[config.mk]
export PLATFORM = sky130hd
export DESIGN_NAME = fkm_top
export DESIGN_NICKNAME = d
export VERILOG_FILES = /design/src/hdl/fkm_pkg.sv /design/src/hdl/fkm_key_cmp.sv /design/src/hdl/fkm_margin_store.sv /design/src/hdl/fkm_top.sv
export VERILOG_INCLUDE_DIRS = /design/src /design/src/hdl
export SDC_FILE = /design/constraint.sdc
export NUM_CORES = 1
export LEC_CHECK = 0
export ABC_AREA = 1
export BUFFER_PORTS_ARGS = -buffer_cell sky130_fd_sc_hd__buf_2
export CORE_MARGIN = 2
export CORE_UTILIZATION = 45
export DETAILED_ROUTE_END_ITERATION = 12
export GPL_TIMING_DRIVEN = 0
export PLACE_DENSITY_LB_ADDON = 0.05
export SYNTH_ARGS = -nofsm -noshare
export SYNTH_HDL_FRONTEND = slang
export SYNTH_SLANG_ARGS = --single-unit
[constraint.sdc]
create_clock -name clk_sys_i -period 4.2 [get_ports clk_sys_i]
set_input_delay 0 -clock clk_sys_i [delete_from_list [all_inputs] [get_ports clk_sys_i]]
set_output_delay 0 -clock clk_sys_i [all_outputs]
set_load 0.005 [all_outputs]
[src/hdl/fkm_defs.svh]
// Offsets, field positions, codes and reset values of the key/margin block.
// Assumes inclusion by bare name from the package and the design modules.
// Operation
// Key check: opcode 0x0c, keys at 001..100
// Key enable not 10: error, no compare
// Compare key words in order from 0x7f_ff00
// All four keys match: release security
// Mismatch: stay secure, error, lock till reset
// Key check index not 100: error
// Key check always ends with complete flag
// Software avoids running key check from key block
// User margin: opcode 0x0d, block, level at 001
// User levels 0000, 0001, 0002 only
// Stored block level steers later reads
// Valid user margin applied, then complete flag
// User margin errors: index, mode, block, level (code checks index, block and level, no mode)
// Field margin 0x0e only in special modes
// Field margin adds levels 0003 and 0004
// Valid field margin applied, then complete flag
// Field margin errors: index, mode, block, level
// Software uses field levels for factory verify
// Never set violation or verify flags
// Software writes nothing while command runs
`ifndef FKM_DEFS_SVH
`define FKM_DEFS_SVH

// ---------------------------------------------------------------------------
// Register offsets
// ---------------------------------------------------------------------------
`define FKM_ADDR_STAT   3'h0
`define FKM_ADDR_PIDX   3'h1
`define FKM_ADDR_PDATA  3'h2
`define FKM_ADDR_SCFG   3'h3
`define FKM_ADDR_INFO   3'h4

// ---------------------------------------------------------------------------
// Field positions and reset values
// ---------------------------------------------------------------------------
`define FKM_ST_COMMAND_COMPLETE_FLAG     7
`define FKM_ST_ACCESS_ERROR_FLAG   5
`define FKM_ST_PROTECTION_VIOLATION_FLAG   4
`define FKM_ST_MGS1     1
`define FKM_ST_MGS0     0
`define FKM_KEY_ENABLE_FIELD_HI    7
`define FKM_KEY_ENABLE_FIELD_LO    6
`define FKM_KEY_ENABLE_FIELD_ON    2'h2
`define FKM_SCFG_RST    8'hff
`define FKM_NPRM        6

// ---------------------------------------------------------------------------
// Command codes, indices, levels, blocks
// ---------------------------------------------------------------------------
`define FKM_OP_KEY      8'h0c
`define FKM_OP_UMG      8'h0d
`define FKM_OP_FMG      8'h0e
`define FKM_IDX_KEY     3'h4
`define FKM_IDX_MARGIN  3'h1
`define FKM_LVL_UMAX    16'h0002
`define FKM_LVL_FMAX    16'h0004
`define FKM_KEY_BASE    23'h7fff00
`define FKM_NKEY        4
`define FKM_NBLK        4
`define FKM_BLK_BASE    7'h7c

`endif

[src/hdl/fkm_pkg.sv]
// Types shared by the key/margin block and its leaf modules.
// Assumes the constants header sits beside it.
`include "fkm_defs.svh"

package fkm_pkg;
    // One-hot command sequencer states
    typedef enum logic [3:0]
    {
        FKM_ST_IDLE = 4'h1,
        FKM_ST_EXEC = 4'h2,
        FKM_ST_KEY  = 4'h4,
        FKM_ST_DONE = 4'h8
    } fkm_state_t;

    typedef logic [2:0]                     fkm_lvl_t;
    typedef logic [`FKM_NBLK-1:0][2:0]      fkm_lvls_t;
endpackage : fkm_pkg

[src/hdl/fkm_key_cmp.sv]
// Sequential compare of four supplied key words against the stored key.
// Assumes supplied words stay still from start until done.
`timescale 1ns/10ps
`include "fkm_defs.svh"

module fkm_key_cmp
(
    input  wire logic        clk_sys_i,  // System clock
    input  wire logic        resetn_i,   // Async reset, low
    input  wire logic        start_i,    // Begin compare pulse
    input  wire logic [63:0] sup_key_i,  // Supplied keys, key 0 low
    input  wire logic [63:0] ref_key_i,  // Stored keys, key 0 low
    output logic             done_o,     // Compare finished pulse
    output logic             match_o     // All words equal
);
    import fkm_pkg::*;

    logic       busy_q, busy_d;
    logic [1:0] cnt_q,  cnt_d;
    logic       ok_q,   ok_d;
    logic       done_q, done_d;

    // -----------------------------------------------------------------------
    // One word a cycle: one comparator instead of four, four cycles spent
    // -----------------------------------------------------------------------
    always_comb
    begin
        busy_d = busy_q;
        cnt_d  = cnt_q;
        ok_d   = ok_q;
        done_d = 1'b0;
        if (start_i)
        begin
            busy_d = 1'b1;
            cnt_d  = 2'h0;
            ok_d   = 1'b1;
        end
        else if (busy_q)
        begin
            // Key n pairs with the stored word n after the base address
            ok_d  = ok_q & (sup_key_i[{cnt_q, 4'h0} +: 16] == ref_key_i[{cnt_q, 4'h0} +: 16]);
            cnt_d = cnt_q + 2'h1;
            if (cnt_q == 2'(`FKM_NKEY - 1))
            begin
                busy_d = 1'b0;
                done_d = 1'b1;
            end
        end
    end

    // Registers only
    always_ff @(posedge clk_sys_i or negedge resetn_i)
    begin
        if (!resetn_i)
        begin
            busy_q <= 1'b0;
            cnt_q  <= 2'h0;
            ok_q   <= 1'b0;
            done_q <= 1'b0;
        end
        else
        begin
            busy_q <= busy_d;
            cnt_q  <= cnt_d;
            ok_q   <= ok_d;
            done_q <= done_d;
        end
    end

    assign done_o  = done_q;
    assign match_o = ok_q;
endmodule : fkm_key_cmp

[src/hdl/fkm_margin_store.sv]
// Per-block read margin levels, one register per flash block.
// Assumes write requests only come with a validated level.
`timescale 1ns/10ps
`include "fkm_defs.svh"

module fkm_margin_store
(
    input  wire logic             clk_sys_i,  // System clock
    input  wire logic             resetn_i,   // Async reset, low
    input  wire logic             wr_i,       // Store level pulse
    input  wire logic [1:0]       blk_i,      // Target block
    input  fkm_pkg::fkm_lvl_t     lvl_i,      // New level
    output fkm_pkg::fkm_lvls_t    lvls_o      // Levels of all blocks
);
    import fkm_pkg::*;

    // -----------------------------------------------------------------------
    // Level held until rewritten; drives the read path of that block
    // -----------------------------------------------------------------------
    genvar g;
    generate
        for (g = 0; g < `FKM_NBLK; g++)
        begin : g_blk
            fkm_lvl_t lvl_q, lvl_d;

            // Only the addressed block takes the new level
            always_comb
            begin
                lvl_d = lvl_q;
                if (wr_i && (blk_i == 2'(g)))
                    lvl_d = lvl_i;
            end

            always_ff @(posedge clk_sys_i or negedge resetn_i)
            begin
                if (!resetn_i)
                    lvl_q <= 3'h0;
                else
                    lvl_q <= lvl_d;
            end

            assign lvls_o[g] = lvl_q;
        end
    endgenerate
endmodule : fkm_margin_store

[src/hdl/fkm_top.sv]
// Command sequencer for key verification and read margin settings.
// Assumes a simple register port and a static stored key input.
//
// The implementer's own choices: strobed register access and the register addresses.
`timescale 1ns/10ps
`include "fkm_defs.svh"

module fkm_top
(
    input  wire logic         clk_sys_i,       // System clock, 125 MHz
    input  wire logic         resetn_i,        // Async reset, low
    input  wire logic [2:0]   addr_i,          // Register address
    input  wire logic [15:0]  wdata_i,         // Write data
    input  wire logic         wr_i,            // Write strobe
    input  wire logic         rd_i,            // Read strobe
    output logic      [15:0]  rdata_o,         // Read data, next cycle
    input  wire logic         special_mode_i,  // Special operating mode
    input  wire logic [63:0]  cmp_key_i,       // Stored key, key 0 low
    output logic              secure_o,        // Security engaged
    output logic              cmd_complete_o,  // Command complete flag
    output fkm_pkg::fkm_lvls_t margin_lvl_o    // Per-block margin levels
);
    import fkm_pkg::*;

    // -----------------------------------------------------------------------
    // Declarations
    // -----------------------------------------------------------------------
    fkm_state_t  st_q, st_d;
    logic        command_complete_flag_q, command_complete_flag_d;
    logic        access_error_flag_q, access_error_flag_d;
    logic        secure_q, secure_d;
    logic        lock_q, lock_d;
    logic [2:0]  pidx_q, pidx_d;
    logic [7:0]  scfg_q, scfg_d;
    logic [15:0] rdata_q, rdata_d;
    logic [15:0] prm_q [`FKM_NPRM];
    logic        wr_stat, launch, acc_clr, acc_set, command_complete_flag_set;
    logic        kc_start, kc_done, kc_match, ms_wr;
    logic [7:0]  op;
    logic [6:0]  blk;
    logic [15:0] lvl_w;
    logic        blk_ok, key_err, umg_err, fmg_err;
    logic [63:0] sup_key;
    logic [15:0] stat_v;
    logic [15:0] info_v;

    // -----------------------------------------------------------------------
    // Command decode
    // -----------------------------------------------------------------------
    // Word 0 holds opcode high and block address low; word 1 the level
    assign op    = prm_q[0][15:8];
    assign blk   = prm_q[0][6:0];
    assign lvl_w = prm_q[1];
    assign blk_ok = (blk >= `FKM_BLK_BASE);
    assign sup_key = {prm_q[4], prm_q[3], prm_q[2], prm_q[1]};

    // Lock and enable are checked before any compare starts
    assign key_err = (pidx_q != `FKM_IDX_KEY)
                   | (scfg_q[`FKM_KEY_ENABLE_FIELD_HI:`FKM_KEY_ENABLE_FIELD_LO] != `FKM_KEY_ENABLE_FIELD_ON)
                   | lock_q;
    assign umg_err = (pidx_q != `FKM_IDX_MARGIN) | ~blk_ok
                   | (lvl_w > `FKM_LVL_UMAX);
    assign fmg_err = (pidx_q != `FKM_IDX_MARGIN) | ~special_mode_i
                   | ~blk_ok | (lvl_w > `FKM_LVL_FMAX);

    // -----------------------------------------------------------------------
    // Register port strobes
    // -----------------------------------------------------------------------
    // Launch refused while an access error is still pending
    assign wr_stat = wr_i && (addr_i == `FKM_ADDR_STAT);
    assign launch  = wr_stat && wdata_i[`FKM_ST_COMMAND_COMPLETE_FLAG] && command_complete_flag_q && !access_error_flag_q;
    assign acc_clr = wr_stat && wdata_i[`FKM_ST_ACCESS_ERROR_FLAG];

    // -----------------------------------------------------------------------
    // Leaf units
    // -----------------------------------------------------------------------
    fkm_key_cmp u_key_cmp
    (
        .clk_sys_i (clk_sys_i),
        .resetn_i  (resetn_i),
        .start_i   (kc_start),
        .sup_key_i (sup_key),
        .ref_key_i (cmp_key_i),
        .done_o    (kc_done),
        .match_o   (kc_match)
    );

    fkm_margin_store u_margin
    (
        .clk_sys_i (clk_sys_i),
        .resetn_i  (resetn_i),
        .wr_i      (ms_wr),
        .blk_i     (blk[1:0]),
        .lvl_i     (lvl_w[2:0]),
        .lvls_o    (margin_lvl_o)
    );

    // -----------------------------------------------------------------------
    // Sequencer, flags and security state
    // -----------------------------------------------------------------------
    always_comb
    begin
        st_d     = st_q;
        secure_d = secure_q;
        lock_d   = lock_q;
        acc_set  = 1'b0;
        command_complete_flag_set = 1'b0;
        kc_start = 1'b0;
        ms_wr    = 1'b0;
        case (st_q)
            FKM_ST_IDLE:
            begin
                if (launch)
                    st_d = FKM_ST_EXEC;
            end
            FKM_ST_EXEC:
            begin
                st_d = FKM_ST_DONE;
                case (op)
                    `FKM_OP_KEY:
                    begin
                        acc_set = key_err;
                        kc_start = !key_err;
                        if (!key_err)
                            st_d = FKM_ST_KEY;
                    end
                    `FKM_OP_UMG:
                    begin
                        acc_set = umg_err;
                        ms_wr   = !umg_err;
                    end
                    `FKM_OP_FMG:
                    begin
                        acc_set = fmg_err;
                        ms_wr   = !fmg_err;
                    end
                    default:
                        acc_set = 1'b1;
                endcase
            end
            FKM_ST_KEY:
            begin
                if (kc_done)
                begin
                    st_d = FKM_ST_DONE;
                    if (kc_match)
                        secure_d = 1'b0;
                    else
                    begin
                        lock_d  = 1'b1;
                        acc_set = 1'b1;
                    end
                end
            end
            FKM_ST_DONE:
            begin
                command_complete_flag_set = 1'b1;
                st_d     = FKM_ST_IDLE;
            end
            default:
                st_d = FKM_ST_IDLE;
        endcase
        // A set arriving with a software clear wins
        access_error_flag_d = (access_error_flag_q & ~acc_clr) | acc_set;
        command_complete_flag_d   = (command_complete_flag_q & ~launch) | command_complete_flag_set;
        // Index, config and parameter writes during a command are dropped, never half applied
        pidx_d = pidx_q;
        scfg_d = scfg_q;
        if (wr_i && command_complete_flag_q && (addr_i == `FKM_ADDR_PIDX))
            pidx_d = wdata_i[2:0];
        if (wr_i && command_complete_flag_q && (addr_i == `FKM_ADDR_SCFG))
            scfg_d = wdata_i[7:0];
    end

    // Registers only
    always_ff @(posedge clk_sys_i or negedge resetn_i)
    begin
        if (!resetn_i)
        begin
            st_q     <= FKM_ST_IDLE;
            command_complete_flag_q   <= 1'b1;
            access_error_flag_q <= 1'b0;
            secure_q <= 1'b1;
            lock_q   <= 1'b0;
            pidx_q   <= 3'h0;
            scfg_q   <= `FKM_SCFG_RST;
        end
        else
        begin
            st_q     <= st_d;
            command_complete_flag_q   <= command_complete_flag_d;
            access_error_flag_q <= access_error_flag_d;
            secure_q <= secure_d;
            lock_q   <= lock_d;
            pidx_q   <= pidx_d;
            scfg_q   <= scfg_d;
        end
    end

    // -----------------------------------------------------------------------
    // Parameter words, written at the current index
    // -----------------------------------------------------------------------
    genvar g;
    generate
        for (g = 0; g < `FKM_NPRM; g++)
        begin : g_prm
            logic [15:0] prm_d;

            always_comb
            begin
                prm_d = prm_q[g];
                if (wr_i && command_complete_flag_q && (addr_i == `FKM_ADDR_PDATA) && (pidx_q == 3'(g)))
                    prm_d = wdata_i;
            end

            always_ff @(posedge clk_sys_i or negedge resetn_i)
            begin
                if (!resetn_i)
                    prm_q[g] <= 16'h0000;
                else
                    prm_q[g] <= prm_d;
            end
        end
    endgenerate

    // -----------------------------------------------------------------------
    // Read port: data only in the cycle after the strobe
    // -----------------------------------------------------------------------
    always_comb
    begin
        // Violation and verify flags stay zero for these commands
        stat_v = 16'h0000;
        stat_v[`FKM_ST_COMMAND_COMPLETE_FLAG]   = command_complete_flag_q;
        stat_v[`FKM_ST_ACCESS_ERROR_FLAG] = access_error_flag_q;
        info_v = {13'h0000, special_mode_i, lock_q, secure_q};
        rdata_d = 16'h0000;
        if (rd_i)
        begin
            case (addr_i)
                `FKM_ADDR_STAT:  rdata_d = stat_v;
                `FKM_ADDR_PIDX:  rdata_d = {13'h0000, pidx_q};
                `FKM_ADDR_PDATA: rdata_d = (pidx_q < 3'(`FKM_NPRM)) ? prm_q[pidx_q] : 16'h0000;
                `FKM_ADDR_SCFG:  rdata_d = {8'h00, scfg_q};
                `FKM_ADDR_INFO:  rdata_d = info_v;
                default:         rdata_d = 16'h0000;
            endcase
        end
    end

    always_ff @(posedge clk_sys_i or negedge resetn_i)
    begin
        if (!resetn_i)
            rdata_q <= 16'h0000;
        else
            rdata_q <= rdata_d;
    end

    assign rdata_o        = rdata_q;
    assign secure_o       = secure_q;
    assign cmd_complete_o = command_complete_flag_q;
endmodule : fkm_top

**After elaboration in Yosys (flattened, before gate mapping)**

Cells that the tools add are included.

- $add $sub $neg: 1
- $lt $le $gt $ge: 5
- Eq/ne operators: 26
- Shift operators: 2
- Muxes and demuxes: 30
- Bitwise gates (word level): 18
- Reduce and logical (&&, ||, !) cells: 30

Operators with widths:

| kind | number |
|---|---|
| $shiftx A64 B7 Y16 | 2 |
| $pmux W16 S5 | 1 |
| $mux W16 | 4 |
| $bmux W16 S3 | 1 |
| $eq A8 B4 Y1 const B | 3 |
| $logic_and A1 B1 Y1 | 19 |
| $eq A16 B16 Y1 | 1 |
| $gt A16 B2 Y1 const B | 1 |
| $gt A16 B3 Y1 const B | 1 |
| $mux W4 | 4 |
| $mux W1 | 14 |
| $eq A3 B2 Y1 const B | 4 |
| $pmux W4 S3 | 1 |
| $eq A3 B3 Y1 const B | 3 |
| $or A1 B1 Y1 | 9 |
| $ge A7 B7 Y1 const B | 1 |
| $eq A2 B2 Y1 const B | 3 |
| $eq A3 B1 Y1 const B | 2 |
| $logic_not A3 Y1 | 2 |
| $reduce_and A3 Y1 | 2 |
| $not A1 Y1 | 5 |
| $eq A4 B1 Y1 const B | 1 |
| $eq A4 B2 Y1 const B | 1 |
| $eq A4 B3 Y1 const B | 1 |
| other kinds (18) | 26 |

- Flip-flop bits (word level): 148
- Bits of input ports: 88
- Output and inout port bits: 30
- Logic and storage cells: 134

**Logic depth before layout (Yosys ltp)**

- Depth in word-level cells: 8
- Depth in mapped cells: 12
- Depth with buffers taken out: 12

**By module**

From an unflattened synthesis, not the netlist that was laid out.

- Cell total of the unflattened synthesis: 1035
- Area, all modules: 7708.6 um2

Modules (own cells, without submodules):

| module | times used | cells each | area an instance (um2) | seq. area each (um2) |
|---|---|---|---|---|
| fkm_top | 1 | 695 | 5789.3 | 3291.9 |
| fkm_key_cmp | 1 | 281 | 1345.0 | 125.1 |
| fkm_margin_store | 1 | 59 | 574.3 | 300.3 |

**Least setup slack after synthesis**

OpenSTA, ideal clock, no wires.

- Kind: reg-to-reg
- Start: reg pidx_q[1]
- End: reg u_key_cmp.cnt_q[0]
- Setup time: 116 ps
- Data arrival time: 1459 ps
- Required time: 4084 ps
- Path slack: 2625 ps
- Stages on the path, launching flop included: 8
- Buffers on the path: 1
- Period minus slack after synthesis: 1575 ps
- Cell sequence: dfrtp_1 > nor2_2 > inv_1 > nor2_2 > buf_4 > nand4_1 > nand3_1 > inv_1

- Word-level cells in the longest chain between the ends: 7
- Elaborated cells between the ends (all ways): 8
- Classes of those cells: eq/ne (1); mux (3); bitwise (2); reduce/logical (2)

Ends and longest elaborated chain:

| what | line | source |
|---|---|---|
| start: declaration | fkm_top.sv:33 | `logic [2:0] pidx_q, pidx_d;` |
| start signal: assignment | fkm_top.sv:195 | `pidx_q <= pidx_d;` |
| $ne A3 B3 Y1 (no source line) (*) | -- |  |
| $or A1 B1 Y1 (*) (2 in a row) | fkm_top.sv:58 | `` assign key_err = (pidx_q != `FKM_IDX_KEY) `` |
| $logic_not A1 Y1 (*) | -- |  |
| $mux W1 (*) | fkm_top.sv:119 | `case (op)` |
| $mux W1 (*) | fkm_top.sv:110 | `case (st_q)` |
| $mux W2 or $reduce_bool A2 Y1 (tied branches) | -- |  |
| end signal: assignment | fkm_key_cmp.sv:64 | `cnt_q <= cnt_d;` |
| end: declaration | fkm_key_cmp.sv:19 | `logic [1:0] cnt_q, cnt_d;` |

Every way passes the cells marked *; elsewhere a longest branch is shown, timed or not.
A chain may end at the register's enable or synchronous reset.

**Final worst setup path**

- Start: reg pidx_q[0]
- End: reg prm_q[16] (netlist name)

- Word-level cells in the longest chain between the ends: 2

Ends and longest elaborated chain:

| what | line | source |
|---|---|---|
| $eq A3 B3 Y1 | fkm_top.sv:212 | `` if (wr_i && command_complete_flag_q && (addr_i == `FKM_ADDR_PDATA) && (pidx_q == 3'(g))) `` |
| $logic_and A1 B1 Y1 | fkm_top.sv:212 |  |
| end signal: indexed assignment | fkm_top.sv:221 | `prm_q[g] <= prm_d;` |
| end: declaration | fkm_top.sv:36 | `` logic [15:0] prm_q [`FKM_NPRM]; `` |

No other way between the ends.

==> summary.md <==
| Metric | Value |
|---|---|
| Outcome | completed |
| Reg-to-reg slack, setup | between 2 and 2.5 ns |
| Syn Area/Cell | 8.05 sq um |
| 1st-pass router iterations | 5 |
| Post-route ant nets | 0 |
| Hold Slack | 0.0157 ns |
| Fmax | 461 MHz |
| Tcrit/Tclk final | around half |
| GRT overflow | 0 |
| Setup violators final | 0 |
| Fin util | a little under three fifths |
| Core area | 16000 sq um |
| Peak VDD IR | a little over 300 uV |
| Reg-to-Reg Start | pidx_q[0]$_DFFE_PN0P_ |
| Routed wire length | 22800 um |
| Tmin final | 2.17 ns |
| Static Leak | about 4.4 nW |
| Worst Min Path Start | wdata_i[4] |
| DIE AREA | 17500 sq um |
| Placed Instance Area | 8310 sq um |
| Hpwl dp | 17100 um |
| Cell Area, Synth | 7430 sq um |
| DR WL met2 | 10700 um |
| CP required | 4.53 ns |
| Post-synthesis sequential area ratio | ~50% |
| Initial antenna violation count | 0 |
| Max cap viols | 0 |
| RSZ-0062 raised after global routing | no |
| PortBufs | between 100 and 150 |
| Setup crit start kind | register |
| Top cell type by total area after synthesis | dfrtp_1 |
| DR iter-0 viols | 425 |
| Max incr delay on CP | 0.48 ns |
| Row Count | 46 |
| CTS root buf | clkbuf_16 |
| Slowest cell on crit path | dfrtp_1 |
| Syn-to-layout area delta | 22.4% |
| Synth warnings | 0 |
| FF+latch count, synth | 148 |
| Num CTS Buffers | 17 |
| CP Data Arrival Time | 2.50 ns |
| Reg clk slew, reported paths | approximately 0.060 ns |
| Synth top area share | 46.2% |
| Gpl congestion | 0.842 |
| DR WL met3 | 1210 um |
| Fill cell count | 1544 |
| Starting Density | 46.4% |
| Via count | about 6900 |
| Setup crit start | pidx_q[0]$_DFFE_PN0P_ |
| Worst Max-Slew Pin Slew | 0.915 ns |
| Slew Limit Fails | 0 |
| NumNets Final | 1162 |
| Clock buffer depth | 2 |
| Final Skew | 0.00645 ns |
| Boundary Pins | 118 |
| Synthesized Nets | 1012 |
| CTS tree | built |
| CP Max Fanout | 10 |
| Syn Inst Count | 923 |
| Pwr/cell area | 581 nW/um^2 |
| Top cells by count, synth | nand2_1 (238), dfrtp_1 (137), o21ai_0 (127) |
| N_diodes | 0 |
| Final worst setup slack | 2.03 ns |
| Number of flops mapped to enable cells by yosys | 0 |
| Design Area, Final | 9090 sq um |
| Endpoints failing hold | 0 |
| Hold crit path type | in2reg |
| # DRC | 0 |
| Crit. End Element | register |
| Vias in the first global route | 6594 |
| Setup Buffers After CTS | 0 |
| Largest net degree at the start of global routing | 91 |
| Critical path, cell by cell | nor2_2 > inv_1 > nor2_2 > nand2_1 > clkbuf_1 > o21ai_0 |
| Unique masters post-synth | 39 |
| Worst skew pair latency | 0.43 ns |
| Die Wd | about 130 um |
| Top Layer Used | met4 |
| Setup CP Type | reg2reg |
| CTS H-tree depth | 4 |
| First-pass GRT wire length | approximately 36000 um |
| Dominant cells by area after synthesis | dfrtp_1 (46%), nand2_1 (12%), o21ai_0 (8.6%), inv_1 (5.3%), dfstp_2 (3.9%) |
| Most frequent cell after synthesis | nand2_1 |
| Routed length per instance | about 18 um |
| Routed vias/inst | about 5.3 |
| Total GRT Usage | 27.3% |
| CTS sink cnt | 148 |
| Crit-path most repeated cell | nor2_2 |
| Setup TNS | 0 ns |
| Ys flop type | dfrtp_1 |
| Die span in y | 132 um |
| FFs w/ async S/R, synth | 100% |
| Worst slack, placed | a little over 2 ns |
| Met1 WL | 10300 um |
| Proportion of layout cells with a drive suffix above 1 | around 17% |
| Relative slew margins | 38.4% |
-- layer usage --
metal / up-vias / track usage, %
met5: - / 0
met4: 0 / 10.8
met3: 39 / 4.33
met2: 235 / 43.0
met1: 3239 / 38.0
li1: 3346 / -
-- metrics by stage --
| stage | cells | power, W |
|---|---|---|
| CTS | 1302 | 0.00529 |
| floorplan | 923 | 0.00309 |
| finish | 1302 | 0.00528 |
| detailed placement | 1256 | 0.00361 |
| global route | 1302 | 0.00561 |
| global placement | 1255 | 0.00358 |
-- cells in the final DEF, fill, tap and decap left out, drive strengths merged, types with 7 or more instances in the layout --
cell type / n
inv: 107
dfrtp: 137
nor2: 72
clkbuf: 40
xnor2: 24
a21oi: 28
o21ai: 145
dlygate4sd3: 14
nand2: 239
xor2: 8
nand3: 34
nand4: 14
a221oi: 7
buf: 125
or2: 8
a22oi: 31
dfstp: 11
-- worst max-delay path, delay by kind of cell (launching register included) --
family	cells	cell delay [ns]
buffers and inverters	2	0.47
AO/OA/AOI/OAI	1	0.27
flip-flops	1	0.48
AND/OR/NAND/NOR	3	0.85
-- state kept, by name (all words and copies together), names as in the netlist, 2 cells and up --
name	flops
scfg_q	8
u_key_cmp.cnt_q	2
st_q	4
op	8
blk	7
u_margin.g_blk.lvl_q	12
pidx_q	3
rdata_o	16
lvl_w	16
prm_q	65
-- worst paths after layout --
check | endpoint | cells past startpoint
worst max-delay path | prm_q[16]$_DFFE_PN0P_ | 6
worst min-delay path | lvl_w[4]$_DFFE_PN0P_ | 3
worst max register to register | prm_q[16]$_DFFE_PN0P_ | 6
worst min register to register | secure_o$_DFFE_PN1P_ | 2
max in group asynchronous | prm_q[31]$_DFFE_PN0P_ | 3
min in group asynchronous | u_margin.g_blk[0].lvl_q[0]$_DFFE_PN0P_ | 2
-- where the power goes --
part | internal, W | leakage (nW) | switching, W
clock network | 0.00105 | 0.296 | 0.000613
registers | 0.00182 | 1.96 | 0.000363
logic | 0.000547 | 2.15 | 0.000890
-- logic make-up (layout without fill, tap and decap cells) --
kind of cell	after synthesis	after routing	synth area share, %
AOI/OAI and AO/OA	226	226	17.0
xor gates and xnor gates	32	32	3.77
adders and majority gates	1	1	0.168
buffers and inverters	136	299	7.01
DFF	148	148	50.1
and+or+nand+nor	380	380	22.0
-- cell type report --
class / instances / area, sq um / area share, %
flip-flops and latches: 148 / 3720 / 40.9
clock buffers: 19 / 433 / 4.76
well taps: 216 / 270 / 2.97
inverters: 107 / 402 / 4.42
repair buffers: 131 / 754 / 8.30
multi-input cells: 639 / 3190 / 35.1
plain buffers: 29 / 119 / 1.31
clock inverters: 13 / 206 / 2.27
-- repair_timing --
item,in CTS,in global routing
resized for setup,0,0
endpoints found under the hold margin,110,0
hold buffers,14,0
Note: power is estimated with default switching activity, not from simulation.
